### src/verilog/sadc_pkg.sv
// Purpose: shared constants and types for the SAR converter control block
// Assumes: 32-bit classic Wishbone, registers at byte address 4 * index
// Notes: indices are word indices; data sits in bits 7:0
package sadc_pkg;
  localparam int ADDR_W = 14;
  localparam int RESULT_BITS = 10;

  localparam logic [11:0] IDX_PIN_LOW = 12'hf48;
  localparam logic [11:0] IDX_PIN_HIGH = 12'hf49;
  localparam logic [11:0] IDX_STATUS = 12'hfc0;
  localparam logic [11:0] IDX_SETUP = 12'hfc1;
  localparam logic [11:0] IDX_CONTROL = 12'hfc2;
  localparam logic [11:0] IDX_RES_LOW = 12'hfc3;
  localparam logic [11:0] IDX_RES_HIGH = 12'hfc4;

  localparam int CTL_NEG_REF = 7;
  localparam int CTL_POS_REF = 6;
  localparam int CTL_CHAN_LSB = 2;
  localparam int CTL_GO = 1;
  localparam int CTL_EN = 0;
  localparam int SET_JUSTIFY = 7;
  localparam int SET_CAL = 6;
  localparam int SET_ACQ_LSB = 3;
  localparam int SET_CLK_LSB = 0;
  localparam int HIGH_BG_REQ = 7;
  localparam int STAT_DONE = 0;

  localparam logic [7:0] RST_CONTROL = 8'h00;
  localparam logic [7:0] RST_SETUP = 8'h00;
  localparam logic [7:0] RST_PIN_LOW = 8'h00;
  localparam logic [7:0] RST_PIN_HIGH = 8'h00;

  localparam logic [2:0] CLK_CODE_RC = 3'h3;
  localparam int CLK_PERIOD_NS = 10;
  localparam int TCY_NS = 40;
  localparam int TCY_CYCLES = (TCY_NS + CLK_PERIOD_NS - 1) / CLK_PERIOD_NS;
  localparam logic [4:0] GAP_TADS = 5'h02;
  localparam logic [9:0] SAR_MSB = 10'h200;
  // System clocks from a new trial level until the synchronised comparator shows it
  localparam int COMP_SETTLE = 6;

  typedef struct packed {
    logic enable;
    logic negRefExt;
    logic posRefExt;
    logic [3:0] channel;
    logic sampling;
    logic calibrate;
    logic [RESULT_BITS-1:0] trial;
  } sadc_analog_s;
endpackage

### src/verilog/sadc_control.sv
// Purpose: register file and conversion sequencer of a 10-bit SAR converter
// Assumes: classic Wishbone slave, comparator and RC clock arrive asynchronously
// Notes: the analog core follows analogCtl; its comparator answers on compPin
// Behaviour
// Each conversion yields a 10-bit binary result of the selected input.
// Channel code in control bits 5:2: 0..12 external, 14 core supply, 15 band-gap.
// Unimplemented channel codes may convert to any value.
// Control bit 7 picks negative reference, bit 6 positive reference.
// Control bit 1 reads 1 during conversion, 0 when idle, while enabled.
// Control bit 0 switches the converter on and off.
// Setup bit 7 selects right (1) or left (0) justified result.
// Setup bit 6 requests calibration on the next conversion.
// Setup bits 5:3 give acquisition length: 0,2,4,6,8,12,16,20 periods.
// Setup bits 2:0 pick divider 2,8,32,RC,4,16,64 for the conversion clock.
// With RC clock, one instruction cycle passes before the clock runs.
// Set pin bit means digital; clear means analog with digital input zero.
// Reset returns all analog-capable pins to analog.
// Low pin register bits 7:0 map to channels 7:0; 7:5 large package only.
// Software powers the band-gap before converting channel 15.
// Band-gap stays on while any module requests it.
// Software waits 10 ms after band-gap turn-on before measuring.
// Small package lacks channels 5..7 and their configuration bits.
// Completion loads result, clears start bit and sets the done flag.
// Nonzero acquisition code samples first, then converts; zero converts at once.
// At least two conversion clock periods pass before the next acquisition.
// Reset restores registers, turns the converter off, aborts conversion; the result pair is not reset and keeps its content.
// Start with the converter disabled does nothing.
// Result pair is 16 bits, six unused positions read zero.
`timescale 1ns/1ps
`default_nettype none
module sadc_control #(
  parameter int NUM_PINS = 13,
  parameter bit LARGE_PKG = 1'b1,
  parameter int NUM_BG_REQ = 3
) (
  input wire logic clk_sys, // system clock, 100 MHz
  input wire logic sys_rst, // synchronous reset, active high
  input wire logic wb_cyc_i, // Wishbone cycle
  input wire logic wb_stb_i, // Wishbone strobe
  input wire logic wb_we_i, // Wishbone write enable
  input wire logic [sadc_pkg::ADDR_W-1:0] wb_adr_i, // byte address
  input wire logic [3:0] wb_sel_i, // byte lane selects
  input wire logic [31:0] wb_dat_i, // write data
  output logic [31:0] wb_dat_o, // read data
  output logic wb_ack_o, // access acknowledge
  input wire logic rcClkPin, // internal RC oscillator
  input wire logic compPin, // comparator: input at or above trial level
  input wire logic [NUM_PINS-1:0] pinDigIn, // raw digital pin levels
  output logic [NUM_PINS-1:0] pinDigOut, // gated digital pin readings
  output logic [NUM_PINS-1:0] pinAnalog, // pin used as analog input
  input wire logic [NUM_BG_REQ-1:0] otherBgRequests, // band-gap requests of other modules
  output logic bandgapOn, // band-gap reference powered
  output logic conversionDoneFlag, // sticky conversion complete flag
  output sadc_pkg::sadc_analog_s analogCtl // drive to the analog core
);
  import sadc_pkg::*;

  typedef enum logic [1:0] {ST_IDLE, ST_ACQ, ST_CONV, ST_GAP} sadc_state_e;

  localparam logic [12:0] PIN_MASK = LARGE_PKG ? 13'h1fff : 13'h1f1f;

  logic [7:0] ctrlReg;
  logic [7:0] setupReg;
  logic [7:0] pinLow;
  logic [4:0] pinHighCfg;
  logic bgReq;
  logic [RESULT_BITS-1:0] result;
  logic [RESULT_BITS-1:0] sar;
  logic [RESULT_BITS-1:0] trialBit;
  logic [4:0] tadCnt;
  logic [2:0] settleCnt;
  logic convDone;
  sadc_state_e state;
  logic tadTick;
  logic run;
  logic wbAccess;
  logic wbWrite;
  logic [11:0] wbIdx;
  logic [7:0] wdata;
  logic [7:0] rdData;
  logic [7:0] resHigh;
  logic [7:0] resLow;
  logic [4:0] acqLen;
  logic [12:0] pinCfg;
  logic cS1, cS2, cS3, compHigh;

  assign wbAccess = wb_cyc_i && wb_stb_i && !wb_ack_o;
  assign wbWrite = wbAccess && wb_we_i && wb_sel_i[0];
  assign wbIdx = wb_adr_i[ADDR_W-1:2];
  assign wdata = wb_dat_i[7:0];
  assign pinCfg = {pinHighCfg, pinLow} & PIN_MASK;
  assign run = (state != ST_IDLE);

  always_comb begin
    case (setupReg[SET_ACQ_LSB +: 3])
      3'h0: acqLen = 5'h00;
      3'h1: acqLen = 5'h02;
      3'h2: acqLen = 5'h04;
      3'h3: acqLen = 5'h06;
      3'h4: acqLen = 5'h08;
      3'h5: acqLen = 5'h0c;
      3'h6: acqLen = 5'h10;
      default: acqLen = 5'h14;
    endcase
  end

  // Justification is applied on read, so flipping the format bit
  // re-presents the last result without a new conversion
  always_comb begin
    if (setupReg[SET_JUSTIFY]) begin
      resHigh = {6'h00, result[9:8]};
      resLow = result[7:0];
    end else begin
      resHigh = result[9:2];
      resLow = {result[1:0], 6'h00};
    end
  end

  always_comb begin
    case (wbIdx)
      IDX_CONTROL: rdData = ctrlReg;
      IDX_SETUP: rdData = setupReg;
      IDX_PIN_LOW: rdData = pinLow;
      IDX_PIN_HIGH: rdData = {bgReq, 2'b00, pinHighCfg};
      IDX_STATUS: rdData = {7'h00, conversionDoneFlag};
      IDX_RES_HIGH: rdData = resHigh;
      IDX_RES_LOW: rdData = resLow;
      default: rdData = 8'h00;
    endcase
  end

  always_ff @(posedge clk_sys) begin
    if (sys_rst) begin
      wb_ack_o <= 1'b0;
      wb_dat_o <= 32'h0000_0000;
    end else begin
      wb_ack_o <= wbAccess;
      if (wbAccess) begin
        wb_dat_o <= {24'h00_0000, rdData};
      end
    end
  end

  // Control register: the start bit only sticks while the enable bit is 1
  always_ff @(posedge clk_sys) begin
    if (sys_rst) begin
      ctrlReg <= RST_CONTROL;
    end else if (wbWrite && wbIdx == IDX_CONTROL) begin
      ctrlReg <= wdata;
      ctrlReg[CTL_GO] <= wdata[CTL_GO] && wdata[CTL_EN];
    end else if (convDone || !ctrlReg[CTL_EN]) begin
      ctrlReg[CTL_GO] <= 1'b0;
    end
  end

  always_ff @(posedge clk_sys) begin
    if (sys_rst) begin
      setupReg <= RST_SETUP;
    end else if (wbWrite && wbIdx == IDX_SETUP) begin
      setupReg <= wdata;
    end
  end

  // Absent pins on the small package keep their bits at zero
  always_ff @(posedge clk_sys) begin
    if (sys_rst) begin
      pinLow <= RST_PIN_LOW;
      pinHighCfg <= RST_PIN_HIGH[4:0];
      bgReq <= RST_PIN_HIGH[HIGH_BG_REQ];
    end else if (wbWrite && wbIdx == IDX_PIN_LOW) begin
      pinLow <= wdata & PIN_MASK[7:0];
    end else if (wbWrite && wbIdx == IDX_PIN_HIGH) begin
      pinHighCfg <= wdata[4:0];
      bgReq <= wdata[HIGH_BG_REQ];
    end
  end

  // A completion in the same cycle as a clear keeps the flag set
  always_ff @(posedge clk_sys) begin
    if (sys_rst) begin
      conversionDoneFlag <= 1'b0;
    end else if (convDone) begin
      conversionDoneFlag <= 1'b1;
    end else if (wbWrite && wbIdx == IDX_STATUS && wdata[STAT_DONE]) begin
      conversionDoneFlag <= 1'b0;
    end
  end

  always_ff @(posedge clk_sys) begin
    if (sys_rst) begin
      bandgapOn <= 1'b0;
    end else begin
      bandgapOn <= bgReq || (|otherBgRequests);
    end
  end

  genvar gi;
  generate
    for (gi = 0; gi < NUM_PINS; gi++) begin : g_pin
      logic s1, s2, s3, stable;
      always_ff @(posedge clk_sys) begin
        if (sys_rst) begin
          s1 <= 1'b0;
          s2 <= 1'b0;
          s3 <= 1'b0;
          stable <= 1'b0;
          pinDigOut[gi] <= 1'b0;
          pinAnalog[gi] <= 1'b0;
        end else begin
          s1 <= pinDigIn[gi];
          s2 <= s1;
          s3 <= s2;
          if (s2 == s3) begin
            stable <= s3;
          end
          pinDigOut[gi] <= stable && pinCfg[gi];
          pinAnalog[gi] <= !pinCfg[gi] && PIN_MASK[gi];
        end
      end
    end
  endgenerate

  always_ff @(posedge clk_sys) begin
    if (sys_rst) begin
      cS1 <= 1'b0;
      cS2 <= 1'b0;
      cS3 <= 1'b0;
      compHigh <= 1'b0;
    end else begin
      cS1 <= compPin;
      cS2 <= cS1;
      cS3 <= cS2;
      if (cS2 == cS3) begin
        compHigh <= cS3;
      end
    end
  end

  sadc_tad_gen #(
    .TCY_CYC(TCY_CYCLES)
  ) u_tad (
    .clk_sys(clk_sys),
    .sys_rst(sys_rst),
    .run(run),
    .clkSel(setupReg[SET_CLK_LSB +: 3]),
    .rcClkPin(rcClkPin),
    .tadTick(tadTick)
  );

  // Clearing the enable bit aborts whatever is in flight
  always_ff @(posedge clk_sys) begin
    if (sys_rst || !ctrlReg[CTL_EN]) begin
      state <= ST_IDLE;
      tadCnt <= 5'h00;
      settleCnt <= 3'h0;
      sar <= '0;
      trialBit <= '0;
      convDone <= 1'b0;
    end else begin
      convDone <= 1'b0;
      case (state)
        ST_IDLE: begin
          if (ctrlReg[CTL_GO]) begin
            sar <= '0;
            if (acqLen == 5'h00) begin
              state <= ST_CONV;
              trialBit <= SAR_MSB;
              settleCnt <= 3'(COMP_SETTLE - 1);
            end else begin
              state <= ST_ACQ;
              tadCnt <= acqLen;
            end
          end
        end
        ST_ACQ: begin
          if (tadTick) begin
            if (tadCnt == 5'h01) begin
              state <= ST_CONV;
              trialBit <= SAR_MSB;
              settleCnt <= 3'(COMP_SETTLE - 1);
            end else begin
              tadCnt <= tadCnt - 5'h01;
            end
          end
        end
        ST_CONV: begin
          // MSB first; a bit waits for a period edge after the comparator caught up
          if (tadTick && settleCnt == 3'h0) begin
            if (compHigh) begin
              sar <= sar | trialBit;
            end
            trialBit <= trialBit >> 1;
            settleCnt <= 3'(COMP_SETTLE - 1);
            if (trialBit[0]) begin
              convDone <= 1'b1;
              state <= ST_GAP;
              tadCnt <= GAP_TADS;
            end
          end else if (settleCnt != 3'h0) begin
            settleCnt <= settleCnt - 3'h1;
          end
        end
        ST_GAP: begin
          if (tadTick) begin
            if (tadCnt == 5'h01) begin
              state <= ST_IDLE;
            end else begin
              tadCnt <= tadCnt - 5'h01;
            end
          end
        end
        default: state <= ST_IDLE;
      endcase
    end
  end

  // The result pair keeps its content across reset; it is data, not control
  always_ff @(posedge clk_sys) begin
    if (state == ST_CONV && tadTick && settleCnt == 3'h0 && trialBit[0] && ctrlReg[CTL_EN]) begin
      result <= compHigh ? (sar | trialBit) : sar;
    end
  end

  // Reserved channel codes are passed through; the core may return anything
  always_ff @(posedge clk_sys) begin
    if (sys_rst) begin
      analogCtl <= '0;
    end else begin
      analogCtl.enable <= ctrlReg[CTL_EN];
      analogCtl.negRefExt <= ctrlReg[CTL_NEG_REF];
      analogCtl.posRefExt <= ctrlReg[CTL_POS_REF];
      analogCtl.channel <= ctrlReg[CTL_CHAN_LSB +: 4];
      analogCtl.sampling <= ctrlReg[CTL_EN] && state != ST_CONV;
      analogCtl.calibrate <= setupReg[SET_CAL] && state == ST_CONV;
      analogCtl.trial <= (state == ST_CONV) ? (sar | trialBit) : '0;
    end
  end
endmodule
`default_nettype wire

### src/verilog/sadc_tad_gen.sv
// Purpose: conversion clock tick generator, divider or internal RC clock
// Assumes: rcClkPin is asynchronous to clk_sys and much slower than it
// Notes: tadTick is a one-cycle enable pulse, one per conversion clock period
`timescale 1ns/1ps
`default_nettype none
module sadc_tad_gen #(
  parameter int TCY_CYC = sadc_pkg::TCY_CYCLES
) (
  input wire logic clk_sys, // system clock
  input wire logic sys_rst, // synchronous reset, active high
  input wire logic run, // sequencer needs conversion clock periods
  input wire logic [2:0] clkSel, // conversion clock select code
  input wire logic rcClkPin, // internal RC oscillator, asynchronous
  output logic tadTick // one pulse per conversion clock period
);
  import sadc_pkg::*;

  logic [5:0] divCnt;
  logic [5:0] divLast;
  logic rcS1, rcS2, rcS3, rcStable;
  logic rcEdge;
  logic [7:0] dlyCnt;
  logic useRc;

  assign useRc = (clkSel == CLK_CODE_RC);

  always_comb begin
    case (clkSel)
      3'h0: divLast = 6'h01;
      3'h1: divLast = 6'h07;
      3'h2: divLast = 6'h1f;
      3'h4: divLast = 6'h03;
      3'h5: divLast = 6'h0f;
      3'h6: divLast = 6'h3f;
      default: divLast = 6'h01;
    endcase
  end

  always_ff @(posedge clk_sys) begin
    if (sys_rst || !run || useRc) begin
      divCnt <= 6'h00;
    end else if (divCnt == divLast) begin
      divCnt <= 6'h00;
    end else begin
      divCnt <= divCnt + 6'h01;
    end
  end

  // Only the agreeing second and third stages decide a level change
  always_ff @(posedge clk_sys) begin
    if (sys_rst) begin
      rcS1 <= 1'b0;
      rcS2 <= 1'b0;
      rcS3 <= 1'b0;
      rcStable <= 1'b0;
    end else begin
      rcS1 <= rcClkPin;
      rcS2 <= rcS1;
      rcS3 <= rcS2;
      if (rcS2 == rcS3) begin
        rcStable <= rcS3;
      end
    end
  end

  assign rcEdge = (rcS2 == rcS3) && rcS3 && !rcStable;

  // Holds the RC clock off for one instruction cycle after each start
  always_ff @(posedge clk_sys) begin
    if (sys_rst || !run) begin
      dlyCnt <= 8'(TCY_CYC);
    end else if (dlyCnt != 8'h00) begin
      dlyCnt <= dlyCnt - 8'h01;
    end
  end

  always_ff @(posedge clk_sys) begin
    if (sys_rst || !run) begin
      tadTick <= 1'b0;
    end else if (useRc) begin
      tadTick <= rcEdge && (dlyCnt == 8'h00);
    end else begin
      tadTick <= (divCnt == divLast);
    end
  end
endmodule
`default_nettype wire

### config.mk
export PLATFORM = sky130hd
export DESIGN_NAME = sadc_control
export DESIGN_NICKNAME = d
export VERILOG_FILES = /design/src/verilog/sadc_pkg.sv /design/src/verilog/sadc_control.sv /design/src/verilog/sadc_tad_gen.sv
export SDC_FILE = /design/constraint.sdc
export NUM_CORES = 1
export LEC_CHECK = 0
export ABC_AREA = 1
export BUFFER_PORTS_ARGS = -buffer_cell sky130_fd_sc_hd__buf_2
export CAP_MARGIN = 15
export CORE_ASPECT_RATIO = 0.7
export CORE_MARGIN = 2
export CORE_UTILIZATION = 50
export DETAILED_ROUTE_END_ITERATION = 8
export GPL_TIMING_DRIVEN = 0
export HOLD_SLACK_MARGIN = 0.02
export PLACE_DENSITY = 0.83
export RECOVER_POWER = 100
export SKIP_CTS_REPAIR_TIMING = 1
export SYNTH_ARGS = -nofsm -noshare
export SYNTH_HDL_FRONTEND = slang
export SYNTH_HIERARCHICAL = 1
export SYNTH_SLANG_ARGS = --single-unit
### constraint.sdc
create_clock -name clk_sys -period 1.9 [get_ports clk_sys]
set_clock_uncertainty 0.15 [all_clocks]
set_input_delay 0.19 -clock clk_sys [delete_from_list [all_inputs] [get_ports clk_sys]]
set_output_delay 0.19 -clock clk_sys [all_outputs]
set_load 0.01 [all_outputs]
## Yosys cells after proc, flatten, opt, wreduce, memory -nomap -nowiden

Index checks and enable logic that the tools add are counted.

- Memory bits (read-only): 0
- Bits in registers: 202
- Memory bits (writable): 0
- Input bits: 73
- Latch bits: 0
- Output and inout port bits: 80
- Memories: 0
- Word-level logic and storage cells: 296

- $lt $le $gt $ge: 0
- Multiply operators: 0
- Bitwise operators: 4
- Reduce and logical (&&, ||, !) cells: 79
- Add/sub/neg operators: 4
- Shift operators: 0
- Divide/modulo/power cells: 0
- Equal/unequal tests: 52
- Multiplexer cells: 44

Operators with widths:

| cell | count |
|---|---|
| $eq 12x12->1 const B | 7 |
| $mux 10 | 8 |
| $pmux 8 s7 | 1 |
| $pmux 5 s7 | 1 |
| $logic_and 1x1->1 | 34 |
| $mux 5 | 6 |
| $pmux 10 s3 | 1 |
| $pmux 6 s5 | 1 |
| $pmux 10 s2 | 1 |
| $eq 3x3->1 const B | 6 |
| $mux 3 | 6 |
| $ne 2x2->1 const B | 9 |
| $reduce_and 6->1 | 3 |
| $logic_not 1->1 | 17 |
| $mux 2 | 8 |
| $mux 8 | 2 |
| $eq 1x1->1 | 15 |
| $pmux 5 s3 | 1 |
| $eq 3x2->1 const B | 4 |
| $or 10x10->10 | 1 |
| $pmux 3 s3 | 1 |
| $logic_not 8->1 | 1 |
| $pmux 2 s4 | 1 |
| $reduce_bool 2->1 | 4 |
| 24 further kinds | 44 |

## Depth between registers and ports, before layout

- Depth in word-level cells: 8
- Mapped depth: 11
- Depth with buffers taken out: 11

## Cells and area by module

Netlist, hierarchy kept.

Modules (own cells, without submodules):

| module | area an instance (um2) | sequential area each (um2) | instances | cells each |
|---|---|---|---|---|
| sadc_control | 7186.9 | 3763.6 | 1 | 899 |
| sadc_tad_gen | 937.1 | 380.4 | 1 | 131 |

## Least setup slack after synthesis

No wires, ideal clock.

- Path kind: reg-to-reg
- Start: register state[0]
- End: register result[0], enable pin
- Arrival time: 1.542 ns
- Setup time: 0.390 ns
- Cell stages (with the launch flop): 6
- Period minus slack after synthesis: 2.082 ns
- Data required time: 1.360 ns
- Path buffers: 1
- Path slack: -0.182 ns
- Cells stage by stage: dfxtp_1 inv_1 ha_1 buf_2 nand4_1 nor3_1

- Longest elaborated chain between the ends: 5

Ends and longest elaborated chain:

| element | line | text |
|---|---|---|
| from (decl) | sadc_control.sv:73 | `sadc_state_e state;` |
| from (signal assigned) | sadc_control.sv:253 | `state <= ST_IDLE;` |
| from (signal assigned) | sadc_control.sv:266 | `state <= ST_CONV;` |
| from (signal assigned) | sadc_control.sv:270 | `state <= ST_ACQ;` |
| $eq 2x2->1 | sadc_control.sv:319 | `if (state == ST_CONV && tadTick && settleCnt == 3'h0 && trialBit[0] && ctrlReg[CTL_EN]) begin` |
| $logic_and 1x1->1 (4 in series) | sadc_control.sv:319 |  |
| to (signal assigned) | sadc_control.sv:320 | `result <= compHigh ? (sar \| trialBit) : sar;` |
| to (decl) | sadc_control.sv:67 | `logic [RESULT_BITS-1:0] result;` |

Every way passes these cells.
A chain may end at the register's enable or synchronous reset.

## Worst setup path in the final report

- Start: register state[0]
- End: register result[2], enable pin

Same word-level chain as after synthesis.

==> results.toml <==
[sta]
hold_ws_ns = 0.0540
slew_headroom = 0.604
drv_slew = 0
setup_viol = 0
tightest_slew_ns = 0.594
min_period_ns = 1.86
fmax_mhz = 537
finalHoldViolCount = 0
finalCritPeriodShare = 0.979

[detailed_routing]
drc_errors = 0
ant_nets = 0
drtPass1Iterations = 7
first_iter_violations = 670
totalWireLength_um = 20400
routed_via_density = 5.11
vias = 7304
routedWlPerCell_um = 14.3

[floorplan]
start_util = 0.518
coreArea_um2 = 15700
die_area_um2 = 17300
fp.dieH_um = 111
dieWidth_um = 156
num_rows = 38
ios = 153

[clocking]
htreeDepth = 1
cts.sinks = 202
cts_buffer_depth = 3
clock_latency_ns = 0.49
root_buffer = "clkbuf_16"
cts_tree = "built"
cts_buffers = 20
clk_pin_slew_ns = 0.06

[setup_path]
r2r-start = "state[0]"
crit_path_cell_trace = "inv_1 -> ha_1 -> buf_6 -> nand4_1 -> nor3_4 -> buf_12"
required_ns = 1.96
end_kind = "flop"
worstSetupStartpointType = "flop"
rr_worst_depth = 6
crit_arrival_ns = 1.92
r2r_slack_ns = 0.04
critical-path-max-stage-delay_ns = 0.34
worstReg2RegEnd = "result[2]"
cp_slowest_cell = "dfxtp_4"
critPathBufInv = 3
crit_family = "simple AND/OR/NAND/NOR gates"
crit_type = "flop to flop"
crit_fanout = 10

[yosys]
synthFlopType = "dfxtp_1"
synth_commonest_cells = "209 x nor2_1, 192 x dfxtp_1, 160 x nand2_1, 123 x inv_1, 73 x a21oi_1"
synth_most_common_cell = "nor2_1"
synthDominantCellAreaShare = 0.473
synth_top_cell_by_area = "dfxtp_1"
ys_ff_latch = 202
netlist_area_um2 = 8120
yosysWarnings = 6
synth.area.top_cells = "dfxtp_1 47%, nor2_1 9.7%, nand2_1 7.4%"
synthCells = 1030
async_flop_share = 0
synth_edf_count = 10
syn_area_per_cell_um2 = 7.89
yosysSeqAreaShare = 0.510
synthDistinctLibCells = 43

[pwr]
p_seq_frac = 0.501
leakage_nw = 4.14
peakVddDrop_mv = 0.575
switchingPower_w = 0.00186
p_int_w = 0.00681
power.share.clock = 0.453
comb_power_share = 0.046
switching_share = 0.214
cellPowerDensity_nw_per_um2 = 862

[layout]
finalNetCount = 1302
syn_to_final_growth_pct = 23.8
multi_input_area_um2 = 3350
final_util = 0.641
regArea_um2 = 4150
fillers = 1315
antenna-diode-count = 0
drive_above_1_share = 0.154

[global_route]
grt_pass1_wl_um = 31100
antenna_found_initial = 0
track_usage = 0.221
grt_pass1_vias = 6389
overflow = 0
grt_max_degree = 16

[place]
port_buffers = 99
hpwl_um = 14200
gp_congestion = 0.924

[min_path]
hold_path_depth = 5
min_from = "wb_cyc_i"
min_to = "wb_ack_o"
worstHoldPathType = "input port to flop"

[run_status]
status = "complete, no violations"

[run]
drv_cap = 0
[state kept, by name (all words and copies together) (netlist names), 6 cells and up]
name / cells
analogCtl: 19
ctrlReg: 8
g_pin.s1: 13
g_pin.s2: 13
g_pin.s3: 13
g_pin.stable: 13
pinAnalog: 13
pinDigOut: 13
pinLow: 8
result: 10
sar: 10
setupReg: 8
trialBit: 10
u_tad/divCnt: 6
u_tad/dlyCnt: 8
wb_dat_o: 8
[metrics by stage]
step	setup TNS (ns)	setup WS (ns)	total power [W]	cells	instance area, µm²
after floorplan	0	0.111	0.00465	1053	8220
after global placement	-3.98	-0.184	0.00477	1352	8960
after detailed placement	-5.42	-0.219	0.00478	1352	8960
after CTS	-5.91	-0.221	0.00866	1385	9610
after global routing	-0.517	-0.0618	0.00895	1428	10100
final	0	0.0390	0.00867	1428	10100
[how the worst max path moves through the flow]
stage,startpoint,endpoint,depth (start not counted)
after floorplan,state[0],result[0],5
after global placement,state[0],sar[7],8
after detailed placement,state[0],sar[2],8
after CTS,state[0],result[3],5
after global routing,state[1],tadCnt[4],10
final,state[0],result[2],6
[routing by layer]
layer	vias to the layer above	part of all wire	track usage
met3	52	0.088	0.0487
met4	0	0.024	0.0697
met1	3343	0.44	0.314
met5	-	0	0
li1	3582	-	-
met2	327	0.44	0.334
[placed cells by master (no fill, tap or decap), types with 14 or more instances in the layout]
master,n
dfxtp_1,190
nand2_1,156
conb_1,24
clkbuf_16,21
o21ai_0,43
nand3_1,35
buf_2,48
clkbuf_1,74
inv_1,120
nor2_1,207
a21oi_1,71
buf_4,37
nand4_1,14
dlygate4sd3_1,30
[worst register-to-register path, delay by kind of cell, from the launching register on]
kind / cells / cell delay, ns
simple gates: 2 / 0.54
buf+inv: 3 / 0.39
fa+ha+maj: 1 / 0.17
flops: 1 / 0.34
[cells by family (layout without fill, tap and decap cells)]
kind of cell	after synthesis	in the layout	share of synthesized area
simple gates	471	472	0.257
flops	202	202	0.510
buf+inv	184	358	0.100
compound gates	150	150	0.103
fa+ha+maj	12	12	0.0185
xor+xnor	10	10	0.0108
other cells	1	24	0.000462
[layout make-up]
cell class	count	area share
sequential	202	0.413
multi-input combinational	668	0.333
timing repair buffer	141	0.0826
clock buffer	26	0.0551
inverter	133	0.0508
buffer	51	0.0321
tap	200	0.0249
clock inverter	7	0.00908
[power groups by stage]
stage               Combinational [W]  Clock, W  Sequential [W]
floorplan                    0.000201         0         0.00445
global placement             0.000332         0         0.00444
detailed placement           0.000340         0         0.00444
CTS                          0.000343   0.00398         0.00434
global route                 0.000437   0.00417         0.00435
finish                       0.000398   0.00393         0.00434
Power figures use the tool's default switching activity.
